--- config.mk ---
export PLATFORM = sky130hd
export DESIGN_NAME = rpc_top
export DESIGN_NICKNAME = d
export VERILOG_FILES = /design/src/hw/rpc_pkg.sv /design/src/hw/rpc_corr.sv /design/src/hw/rpc_top.sv
export SDC_FILE = /design/constraint.sdc
export NUM_CORES = 1
export LEC_CHECK = 0
export BUFFER_PORTS_ARGS = -buffer_cell sky130_fd_sc_hd__buf_2
export CAP_MARGIN = 20
export CORE_UTILIZATION = 50
export CTS_BUF_LIST = sky130_fd_sc_hd__clkbuf_8 sky130_fd_sc_hd__clkbuf_16
export CTS_CLUSTER_SIZE = 10
export DETAILED_ROUTE_END_ITERATION = 10
export GPL_ROUTABILITY_DRIVEN = 0
export PLACE_DENSITY = 0.7
export SLEW_MARGIN = 20
export SYNTH_ARGS = -nofsm -noshare
export SYNTH_HDL_FRONTEND = slang
export SYNTH_HIERARCHICAL = 1
export SYNTH_SLANG_ARGS = --single-unit
--- constraint.sdc ---
create_clock -name sys_clk -period 1.96 [get_ports sys_clk]
set_input_delay 0.098 -clock sys_clk [delete_from_list [all_inputs] [get_ports sys_clk]]
set_output_delay 0.098 -clock sys_clk [all_outputs]
set_load 0.02 [all_outputs]
--- src/hw/rpc_pkg.sv ---
// rpc_pkg: register map, field positions and timing constants for the rtc periodic/correction block
// assumes a 32-bit avalon-mm slave with word addressing expressed as byte offsets
package rpc_pkg;
  // register byte offsets (word aligned)
  localparam logic [7:0] OFF_CTRL       = 8'h00; // prescale select, tamper-clears, storage enables
  localparam logic [7:0] OFF_EVENT_CTRL = 8'h04; // periodic event output enables
  localparam logic [7:0] OFF_FREQ_CORR  = 8'h08; // sign + magnitude
  localparam logic [7:0] OFF_FLAGS      = 8'h0c; // calendar interrupt flags, w1c
  localparam logic [7:0] OFF_IEN_CLR    = 8'h10;
  localparam logic [7:0] OFF_IEN_SET    = 8'h14;
  localparam logic [7:0] OFF_PRESC      = 8'h18; // prescaler value, read only
  localparam logic [7:0] OFF_STORAGE    = 8'h20; // storage 0..3 at 0x20..0x2c
  localparam logic [7:0] OFF_STATUS     = 8'h30; // irq and correction status, read only
  // control register fields
  localparam int CTRL_PSEL_LSB    = 0;  // 4-bit counter prescale select
  localparam int CTRL_PSEL_W      = 4;
  localparam int CTRL_TAMPER_CLR  = 4;  // tamper clears storage
  localparam int CTRL_PAIR_EN_LSB = 8;  // two storage pair enables
  // frequency correction fields
  localparam int FC_VAL_W = 7;
  localparam int FC_SIGN  = 7;
  // flag positions
  localparam int FLG_OVERFLOW = 15;
  localparam int FLG_TAMPER   = 14;
  localparam int FLG_ALARM    = 8;
  localparam logic [15:0] FLAG_MASK  = 16'hc1ff;
  localparam logic [15:0] FLAG_RESET = 16'h0000;
  // prescaler and correction timing
  localparam int PRESC_W        = 10;
  localparam int PER_LSB        = 2;   // periodic taps are prescaler bits 2..9
  localparam int CORR_PERIOD    = 8192;
  localparam int CORR_CNT_W     = 13;
  localparam int CORR_FRAMES    = 128;
  localparam int FRAME_W        = 7;
  localparam logic [31:0] UNMAPPED_DATA = 32'h0000_0000;
endpackage

--- src/hw/rpc_corr.sv ---
// rpc_corr: correction scheduler spreading magnitude adjustments over 128 periods
// assumes tick marks each prescaler source clock; runs in the sys_clk domain
`timescale 1ns/1ps
module rpc_corr
  import rpc_pkg::*;
(
  // clock and reset
  input  wire logic                sys_clk,
  input  wire logic                rst_n,
  input  wire logic                clk_en,
  // control
  input  wire logic                tick,
  input  wire logic                active,
  input  wire logic [FC_VAL_W-1:0] magnitude,
  // result
  output logic                     apply
);
  logic [CORR_CNT_W-1:0] period_cnt;
  logic [FRAME_W-1:0]    frame;
  logic [FRAME_W:0]      acc;
  logic [FRAME_W:0]      next_acc;
  logic                  period_end;

  assign period_end = tick && (period_cnt == CORR_CNT_W'(CORR_PERIOD - 1));
  // bresenham spread: adjust in exactly magnitude of every 128 periods
  assign next_acc   = acc + {1'b0, magnitude};
  assign apply      = period_end && active && next_acc[FRAME_W];

  // period counter and accumulator; at most one adjustment per period
  always_ff @(posedge sys_clk or negedge rst_n) begin
    if (!rst_n) begin
      period_cnt <= '0;
      frame      <= '0;
      acc        <= '0;
    end else if (clk_en && tick) begin
      period_cnt <= period_cnt + 1'b1;
      if (period_end) begin
        frame <= frame + 1'b1;
        // restart the sequence each 128 frames so the count is exact per window
        acc   <= (frame == FRAME_W'(CORR_FRAMES - 1)) ? '0 : {1'b0, next_acc[FRAME_W-1:0]};
      end
    end
  end
endmodule // rpc_corr

--- src/hw/rpc_top.sv ---
// rpc_top: rtc prescaler periodic events, frequency correction, storage and calendar flags
// assumes osc_tick is a one-cycle sys_clk pulse per prescaler source clock, cnt_tick per counter clock
//
// What this block does
// - enabled periodic output n pulses on rising edge of prescaler tap n+2, taps 2..9
// - periodic output n fires every 2^(n+3) source clock cycles
// - periodic events ignore prescale select, except none when select is zero
// - frequency correction only when prescale select exceeds one
// - correction inserts or skips one count, at most once per 8192 cycles
// - magnitude gives number of adjusted periods out of each 128
// - sign positive adds counts slowing clock, negative skips counts speeding it
// - corrections shift periodic event spacing since events come from the prescaler
// - four storage registers cleared only by reset or tamper with clear bit set
// - storage pair enable n enables storage registers 2n and 2n+1
// - flags at 0x0c: overflow 15, tamper 14, alarm 8, periodic 7..0
// - overflow flag set on counter clock after counter overflow
// - tamper flag set once tamper detected
// - alarm flag set on counter clock after compare match
// - periodic flag n set on rising edge of prescaler bit n+2
// - writing one clears a flag, zero leaves it
// - interrupt request high when any flag set with its enable
//
// Implementation choice: the Avalon-MM slave port.
`timescale 1ns/1ps
module rpc_top
  import rpc_pkg::*;
(
  // clock, reset, enable
  input  wire logic        sys_clk,
  input  wire logic        rst_n,
  input  wire logic        clk_en,
  // avalon-mm slave
  input  wire logic [7:0]  avs_address,
  input  wire logic        avs_read,
  input  wire logic        avs_write,
  input  wire logic [31:0] avs_writedata,
  input  wire logic [3:0]  avs_byteenable,
  output logic      [31:0] avs_readdata,
  output logic             avs_waitrequest,
  // timing sources
  input  wire logic        osc_tick,
  input  wire logic        cnt_tick,
  input  wire logic        counter_overflow,
  input  wire logic        alarm_match,
  input  wire logic        tamper_detect,
  // outputs
  output logic      [7:0]  periodic_event,
  output logic             irq
);
  logic [CTRL_PSEL_W-1:0] counter_prescale_select;
  logic                   tamper_clears_storage;
  logic [1:0]             storage_pair_enable;
  logic [7:0]             periodic_event_output_enable;
  logic [7:0]             freq_correction_reg;
  logic [15:0]            calendar_interrupt_flags;
  logic [15:0]            irq_enable;
  logic [31:0]            general_purpose_storage [4];
  logic [PRESC_W-1:0]     prescaler;
  logic [PRESC_W-1:0]     next_prescaler;
  logic                   skip_pending;
  logic                   hold_pending;
  logic                   corr_apply;
  logic                   corr_active;
  logic [7:0]             per_rise;
  logic                   ovf_pend;
  logic                   alarm_pend;
  logic                   ack;
  logic                   wr_acc;
  logic [31:0]            wmask;
  logic [15:0]            flag_set;
  logic [15:0]            flag_clr;

  // byte-lane mask shared by the interrupt enable, flag and storage writes
  function automatic logic [31:0] lane_mask(input logic [3:0] be);
    lane_mask = {{8{be[3]}}, {8{be[2]}}, {8{be[1]}}, {8{be[0]}}};
  endfunction

  function automatic logic [31:0] merge(input logic [31:0] old, input logic [31:0] wd, input logic [31:0] m);
    merge = (old & ~m) | (wd & m);
  endfunction

  // one wait cycle per access: ack rises the cycle after the request appears
  assign wr_acc = avs_write && ack;
  assign wmask  = lane_mask(avs_byteenable);

  always_ff @(posedge sys_clk or negedge rst_n) begin
    if (!rst_n) begin
      ack <= 1'b0;
    end else if (clk_en) begin
      ack <= (avs_read || avs_write) && !ack;
    end
  end

  // waitrequest low only during the ack cycle
  always_ff @(posedge sys_clk or negedge rst_n) begin
    if (!rst_n) begin
      avs_waitrequest <= 1'b1;
    end else if (clk_en) begin
      avs_waitrequest <= !((avs_read || avs_write) && !ack);
    end
  end

  // control registers
  always_ff @(posedge sys_clk or negedge rst_n) begin
    if (!rst_n) begin
      counter_prescale_select      <= '0;
      tamper_clears_storage        <= 1'b0;
      storage_pair_enable          <= '0;
      periodic_event_output_enable <= '0;
      freq_correction_reg          <= '0;
    end else if (clk_en && wr_acc) begin
      case (avs_address)
        OFF_CTRL: begin
          if (avs_byteenable[0]) begin
            counter_prescale_select <= avs_writedata[CTRL_PSEL_LSB +: CTRL_PSEL_W];
            tamper_clears_storage   <= avs_writedata[CTRL_TAMPER_CLR];
          end
          if (avs_byteenable[1])
            storage_pair_enable <= avs_writedata[CTRL_PAIR_EN_LSB +: 2];
        end
        OFF_EVENT_CTRL: if (avs_byteenable[0]) periodic_event_output_enable <= avs_writedata[7:0];
        OFF_FREQ_CORR:  if (avs_byteenable[0]) freq_correction_reg <= avs_writedata[7:0];
        default: ;
      endcase
    end
  end

  // interrupt enable set/clear pair
  always_ff @(posedge sys_clk or negedge rst_n) begin
    if (!rst_n) begin
      irq_enable <= '0;
    end else if (clk_en && wr_acc) begin
      if (avs_address == OFF_IEN_SET)
        irq_enable <= irq_enable | (avs_writedata[15:0] & wmask[15:0] & FLAG_MASK);
      else if (avs_address == OFF_IEN_CLR)
        irq_enable <= irq_enable & ~(avs_writedata[15:0] & wmask[15:0]);
    end
  end

  // storage survives everything but reset and tamper with clear enabled
  always_ff @(posedge sys_clk or negedge rst_n) begin
    if (!rst_n) begin
      for (int i = 0; i < 4; i++) general_purpose_storage[i] <= '0;
    end else if (clk_en) begin
      if (tamper_detect && tamper_clears_storage) begin
        for (int i = 0; i < 4; i++) general_purpose_storage[i] <= '0;
      end else if (wr_acc && avs_address[7:4] == OFF_STORAGE[7:4] && storage_pair_enable[avs_address[3]]) begin
        general_purpose_storage[avs_address[3:2]] <=
          merge(general_purpose_storage[avs_address[3:2]], avs_writedata, wmask);
      end
    end
  end

  // correction runs only with a prescale select above one
  assign corr_active = counter_prescale_select > CTRL_PSEL_W'(1);

  rpc_corr u_corr (
    .sys_clk   (sys_clk),
    .rst_n     (rst_n),
    .clk_en    (clk_en),
    .tick      (osc_tick),
    .active    (corr_active),
    .magnitude (freq_correction_reg[FC_VAL_W-1:0]),
    .apply     (corr_apply)
  );

  // free-running prescaler; positive sign holds one count, negative skips one count
  always_comb begin
    next_prescaler = prescaler;
    if (osc_tick) begin
      if (hold_pending)
        next_prescaler = prescaler; // inserted count lengthens the period
      else if (skip_pending)
        next_prescaler = prescaler + PRESC_W'(2); // skipped count shortens the period
      else
        next_prescaler = prescaler + 1'b1;
    end
  end

  always_ff @(posedge sys_clk or negedge rst_n) begin
    if (!rst_n) begin
      prescaler    <= '0;
      hold_pending <= 1'b0;
      skip_pending <= 1'b0;
    end else if (clk_en) begin
      prescaler <= next_prescaler; // periodic taps see the corrected count
      if (osc_tick) begin
        hold_pending <= corr_apply && !freq_correction_reg[FC_SIGN];
        skip_pending <= corr_apply && freq_correction_reg[FC_SIGN];
      end
    end
  end

  // rising edge of taps 2..9; skip by two never jumps over bit 2 unseen since bit 2 flips every 4
  assign per_rise = ~prescaler[PER_LSB +: 8] & next_prescaler[PER_LSB +: 8];

  // periodic events are muted only when prescale select is zero
  always_ff @(posedge sys_clk or negedge rst_n) begin
    if (!rst_n) begin
      periodic_event <= '0;
    end else if (clk_en) begin
      periodic_event <= (counter_prescale_select != '0) ? (per_rise & periodic_event_output_enable) : '0;
    end
  end

  // overflow and alarm land on the next counter clock tick
  always_ff @(posedge sys_clk or negedge rst_n) begin
    if (!rst_n) begin
      ovf_pend   <= 1'b0;
      alarm_pend <= 1'b0;
    end else if (clk_en) begin
      if (cnt_tick) begin
        ovf_pend   <= counter_overflow;
        alarm_pend <= alarm_match;
      end
    end
  end

  always_comb begin
    flag_set             = '0;
    flag_set[7:0]        = per_rise;
    flag_set[FLG_OVERFLOW] = cnt_tick && ovf_pend;
    flag_set[FLG_ALARM]    = cnt_tick && alarm_pend;
    flag_set[FLG_TAMPER] = tamper_detect;
  end

  assign flag_clr = (wr_acc && avs_address == OFF_FLAGS) ? (avs_writedata[15:0] & wmask[15:0]) : '0;

  // set wins over a clear arriving in the same cycle
  always_ff @(posedge sys_clk or negedge rst_n) begin
    if (!rst_n) begin
      calendar_interrupt_flags <= FLAG_RESET;
    end else if (clk_en) begin
      calendar_interrupt_flags <= ((calendar_interrupt_flags & ~flag_clr) | flag_set) & FLAG_MASK;
    end
  end

  always_ff @(posedge sys_clk or negedge rst_n) begin
    if (!rst_n) begin
      irq <= 1'b0;
    end else if (clk_en) begin
      irq <= |(calendar_interrupt_flags & irq_enable);
    end
  end

  // read data registered on the answering cycle; unmapped reads zero
  always_ff @(posedge sys_clk or negedge rst_n) begin
    if (!rst_n) begin
      avs_readdata <= '0;
    end else if (clk_en && (avs_read || avs_write) && !ack) begin
      case (avs_address)
        OFF_CTRL:     avs_readdata <= {22'h0, storage_pair_enable, 3'h0, tamper_clears_storage, counter_prescale_select};
        OFF_EVENT_CTRL: avs_readdata <= {24'h0, periodic_event_output_enable};
        OFF_FREQ_CORR:  avs_readdata <= {24'h0, freq_correction_reg};
        OFF_FLAGS:    avs_readdata <= {16'h0, calendar_interrupt_flags};
        OFF_IEN_CLR,
        OFF_IEN_SET:  avs_readdata <= {16'h0, irq_enable};
        OFF_PRESC:    avs_readdata <= {22'h0, prescaler};
        OFF_STATUS:   avs_readdata <= {30'h0, corr_active, irq};
        OFF_STORAGE, OFF_STORAGE + 8'h04, OFF_STORAGE + 8'h08, OFF_STORAGE + 8'h0c:
                      avs_readdata <= general_purpose_storage[avs_address[3:2]];
        default:      avs_readdata <= UNMAPPED_DATA;
      endcase
    end
  end

  // a flag cleared by software with no new event must be low next cycle
  a_flag_clear: assert property (@(posedge sys_clk) disable iff (!rst_n)
    clk_en && flag_clr[0] && !flag_set[0] |=> !calendar_interrupt_flags[0])
    else $error("periodic flag 0 not cleared");
  // a periodic rise always sets its flag
  a_per_set: assert property (@(posedge sys_clk) disable iff (!rst_n)
    clk_en && per_rise[3] |=> calendar_interrupt_flags[3])
    else $error("periodic flag 3 not set");
  // no events while prescale select is zero
  a_event_mute: assert property (@(posedge sys_clk) disable iff (!rst_n)
    clk_en && counter_prescale_select == '0 |=> periodic_event == '0)
    else $error("periodic event with select zero");
  // enabled event follows a tap rise
  a_event_fire: assert property (@(posedge sys_clk) disable iff (!rst_n)
    clk_en && counter_prescale_select != '0 && per_rise[0] && periodic_event_output_enable[0] |=> periodic_event[0])
    else $error("enabled event missing");
  // no correction with select at one or less
  a_corr_gate: assert property (@(posedge sys_clk) disable iff (!rst_n)
    counter_prescale_select <= CTRL_PSEL_W'(1) |-> !corr_apply)
    else $error("correction while disabled");
  // positive correction holds the prescaler on the next tick
  a_corr_hold: assert property (@(posedge sys_clk) disable iff (!rst_n)
    clk_en && osc_tick && hold_pending |=> prescaler == $past(prescaler))
    else $error("inserted count not held");
  // irq follows enabled flags
  a_irq_level: assert property (@(posedge sys_clk) disable iff (!rst_n)
    clk_en && |(calendar_interrupt_flags & irq_enable) |=> irq)
    else $error("irq missing");
  // tamper with clear bit wipes storage
  a_gp_wipe: assert property (@(posedge sys_clk) disable iff (!rst_n)
    clk_en && tamper_detect && tamper_clears_storage |=> general_purpose_storage[0] == '0 && calendar_interrupt_flags[FLG_TAMPER])
    else $error("tamper did not clear storage");
  // overflow sets flag on next counter tick
  a_ovf_flag: assert property (@(posedge sys_clk) disable iff (!rst_n)
    clk_en && cnt_tick && ovf_pend |=> calendar_interrupt_flags[FLG_OVERFLOW])
    else $error("overflow flag missing");
  // alarm sets its flag on the counter tick after the match was sampled
  a_alarm_flag: assert property (@(posedge sys_clk) disable iff (!rst_n)
    clk_en && cnt_tick && alarm_pend |=> calendar_interrupt_flags[FLG_ALARM])
    else $error("alarm flag missing");
  // tamper raises its flag even if software clears it in the same cycle
  a_tamper_set: assert property (@(posedge sys_clk) disable iff (!rst_n)
    clk_en && tamper_detect |=> calendar_interrupt_flags[FLG_TAMPER])
    else $error("tamper flag missing");
  // negative correction jumps two counts on the next tick
  a_skip_step: assert property (@(posedge sys_clk) disable iff (!rst_n)
    clk_en && osc_tick && skip_pending |=> prescaler == $past(prescaler) + PRESC_W'(2))
    else $error("skipped count not taken");
  // an ordinary tick advances the prescaler by exactly one
  a_presc_step: assert property (@(posedge sys_clk) disable iff (!rst_n)
    clk_en && osc_tick && !hold_pending && !skip_pending |=> prescaler == $past(prescaler) + 1'b1)
    else $error("prescaler step wrong");
  // without a source tick the prescaler must not move
  a_presc_still: assert property (@(posedge sys_clk) disable iff (!rst_n)
    clk_en && !osc_tick |=> $stable(prescaler))
    else $error("prescaler moved without tick");
  // a single adjustment per period, never two in a row
  a_corr_once: assert property (@(posedge sys_clk) disable iff (!rst_n)
    clk_en && corr_apply |=> !corr_apply)
    else $error("correction repeated");
  // storage keeps its contents when neither written nor wiped
  a_gp_keep: assert property (@(posedge sys_clk) disable iff (!rst_n)
    clk_en && !wr_acc && !tamper_detect |=> $stable(general_purpose_storage[0]))
    else $error("storage changed on its own");
  // a write to a disabled pair is dropped
  a_gp_locked: assert property (@(posedge sys_clk) disable iff (!rst_n)
    clk_en && wr_acc && avs_address == OFF_STORAGE + 8'h08 && !storage_pair_enable[1] && !tamper_detect
    |=> $stable(general_purpose_storage[2]))
    else $error("disabled storage written");
  // reserved flag positions always read zero
  a_flag_unused: assert property (@(posedge sys_clk) disable iff (!rst_n)
    (calendar_interrupt_flags & ~FLAG_MASK) == 16'h0000)
    else $error("reserved flag bit set");
  // writing zero to a set flag leaves it set
  a_flag_w0: assert property (@(posedge sys_clk) disable iff (!rst_n)
    clk_en && wr_acc && avs_address == OFF_FLAGS && !avs_writedata[3] && calendar_interrupt_flags[3]
    |=> calendar_interrupt_flags[3])
    else $error("flag cleared by zero write");
  // irq drops once no enabled flag remains
  a_irq_quiet: assert property (@(posedge sys_clk) disable iff (!rst_n)
    clk_en && (calendar_interrupt_flags & irq_enable) == 16'h0000 |=> !irq)
    else $error("irq without enabled flag");
  // a disabled output never pulses
  a_event_gated: assert property (@(posedge sys_clk) disable iff (!rst_n)
    clk_en |=> (periodic_event & ~$past(periodic_event_output_enable)) == 8'h00)
    else $error("disabled event pulsed");
endmodule // rpc_top

==> results.toml <==
[run_status]
outcome = "completed"

[clock_tree]
path_clk_slew_ps = 60
root_buffer = "clkbuf_16"
cts_buffer_depth = 3
clock_sink_count = 262
postCtsSetupBuffers = 0
cts_buffers = 30
htreeDepth = 1
cts_tree = "built"
clock_latency_ps = 550

[critical_path]
worstPathMaxFanout = 4
reg2reg_to = "hold_pending"
endpoint_kind = "register"
worstPathRequired_ps = 2370
arrival_ps = 2280
ff2ff_path_depth = 8
r2r_start = "freq_correction_reg[2]"
start_kind = "register"
reg2reg_slack_ps = 90
worst-setup-path-type = "register to register"

[timing]
fin_skew_ps = 25.51
max_slew_margin_pct = 62.18
min_period_ps = 1874
fin_crit_sh_pct = 95.64
fin_setup_tns_ps = 0
max_freq_mhz = 533.5
finalHoldViolCount = 0
tightest_slew_ps = 565.2
rsz0062_at_grt = "false"
slew_violations = 0
setup_viol = 0

[layout]
fill_cells = 1842
nNetsFinal = 1207
final_core_util_pct = 61.84
fin_area_um2 = 14690
largest_register = "general_purpose_storage"
layout-drive-gt1-share_pct = 25.06
area_growth_pct = 20.15
largest_reg_flops = 128
largestRegisters = "general_purpose_storage: 128 flops, avs_readdata: 32 flops, u_corr/period_cnt: 13 flops"
antenna_cells = 0

[logic_synthesis]
ys_types = 79
async_flop_share_pct = 100.0
synth.yosys.seq_area_share_pct = 53.64
synth_top_cell_by_area = "dfrtp_1"
synth.top_cell.area_share_pct = 53.42
ys_top_cells_by_area = "dfrtp_1 (53%), o2bb2ai_1 (9.3%), mux4_2 (6.1%)"
yosysWarnings = 6
ys_ff_latch = 262
netlist_area_um2 = 12230
synth.top_cells.by_count = "dfrtp_1 (261), o2bb2ai_1 (130), nand2_1 (68)"
syn_nets = 1040
syn_avg_cell_area_um2 = 12.55
synthCells = 974
synth_ff_type = "dfrtp_1"
synth_most_common_cell = "dfrtp_1"
synth-edff-count = 0

[die]
die_area_um2 = 25080
ios = 96
rows = 56
core_area_um2 = 23750
die_y_um = 158.4
die_w_um = 158.4
initial_core_util_pct = 51.47

[drt]
firstDrtPassIters = 7
drc = 0
wirelength_mm = 32.88
wl_per_cell_um = 22.27
ant_nets = 0
vias = 9093
viasPerCell = 6.161
drtIter0Drc = 713

[hold_path]
worstHoldPathType = "primary input to register"
whs_path_depth = 4
holdPathEnd = "avs_waitrequest"
holdCritStartpoint = "clk_en"

[grt]
gr-total-overflow = 0
grt_max_degree = 61
grt_pass1_wl_mm = 52.11
first_global_vias = 9219
grt_usage_pct = 27.33
antenna_found_initial = 0

[power_and_ir_drop]
fin_total_pwr_w = 0.01203
p_leak_nw = 6.741
p_per_area_nw_per_um2 = 819.2
peakVddDrop_uv = 568.0

[job]
cap_violations = 0

[placed_design]
post-dp-hpwl_mm = 22.69
placed_cell_area_um2 = 13400
io_buffer_count = 95
how the worst max path moves through the flow:
stage	start	end
4_1_cts	u_corr/acc[1]	hold_pending
3_3_place_gp	freq_correction_reg[1]	skip_pending
5_1_grt	freq_correction_reg[0]	u_corr/acc[6]
6_report	freq_correction_reg[2]	hold_pending
3_5_place_dp	u_corr/acc[1]	hold_pending
2_1_floorplan	ack	periodic_event_output_enable[0]
cell families after synthesis:
kind of cell / share of synthesized area, %
and+or+nand+nor: 9.283
muxes: 11.99
DFF: 53.64
AOI/OAI and AO/OA: 18.77
adders and majority gates: 1.371
buffers and inverters: 2.937
xor gates and xnor gates: 2.006
routing by layer:
| layer | up-vias | routed length [µm] | GRT usage (%) |
|---|---|---|---|
| li1 | 4085 | - | - |
| met1 | 4620 | 14890 | 39.44 |
| met3 | 56 | 2480 | 5.471 |
| met4 | 0 | 759 | 7.967 |
| met5 | - | 0 | 0 |
| met2 | 332 | 14750 | 41.88 |
placed cells by master, fill, tap and decap left out, types with 16 or more instances in the layout:
cell type and count:
inv_1 30, nor2_1 27, clkbuf_16 30, mux4_2 33
dlygate4sd3_1 41, o21ai_0 40, dfrtp_1 261, nand2_1 68
o2bb2ai_1 130, mux2i_1 37, a22o_1 23, mux2_2 27
buf_2 93, o31ai_1 16, buf_4 59
worst max-delay path, stage by stage (launching register included):
cell and delay, ps:
dfrtp_1 400, ha_1 340, o21ai_0 250, o21bai_1 110, a21o_1 220, a211oi_2 250, nor4_2 60, nand2b_1 60
o21ai_0 60
repair_timing:
item | 4_1_cts | 5_1_grt
endpoints found under the setup margin | 0 | 3
endpoints found under the hold margin | 394 | 0
hold buffers | 41 | 0
resized for setup | 0 | 5
where the power goes:
| part | internal, W | total, W | switching, W |
|---|---|---|---|
| logic | 0.000498 | 0.00121 | 0.000716 |
| clock network | 0.00283 | 0.00494 | 0.00211 |
| registers | 0.00562 | 0.00588 | 0.000260 |
| total | 0.00895 | 0.0120 | 0.00308 |
area by class of cell:
type / instances / area, µm² / area share (%)
Clock inverter: 15 / 68.82 / 0.4685
Inverter: 17 / 63.81 / 0.4344
Sequential cell: 262 / 6558 / 44.64
Tap cell: 319 / 399.1 / 2.717
Clock buffer: 33 / 792.0 / 5.392
Timing Repair Buffer: 200 / 1454 / 9.898
Multi-Input combinational cell: 630 / 5354 / 36.45
through the flow:
step | hold WS [ps] | std cells | setup WS [ps]
floorplan | -197.6 | 974 | 179.5
global placement | 46.22 | 1387 | 86.00
detailed placement | 49.51 | 1387 | 37.61
CTS | 39.74 | 1476 | 38.32
global route | 65.88 | 1476 | 4.529
finish | 48.12 | 1476 | 85.50
(Power assumes the default switching activity.)
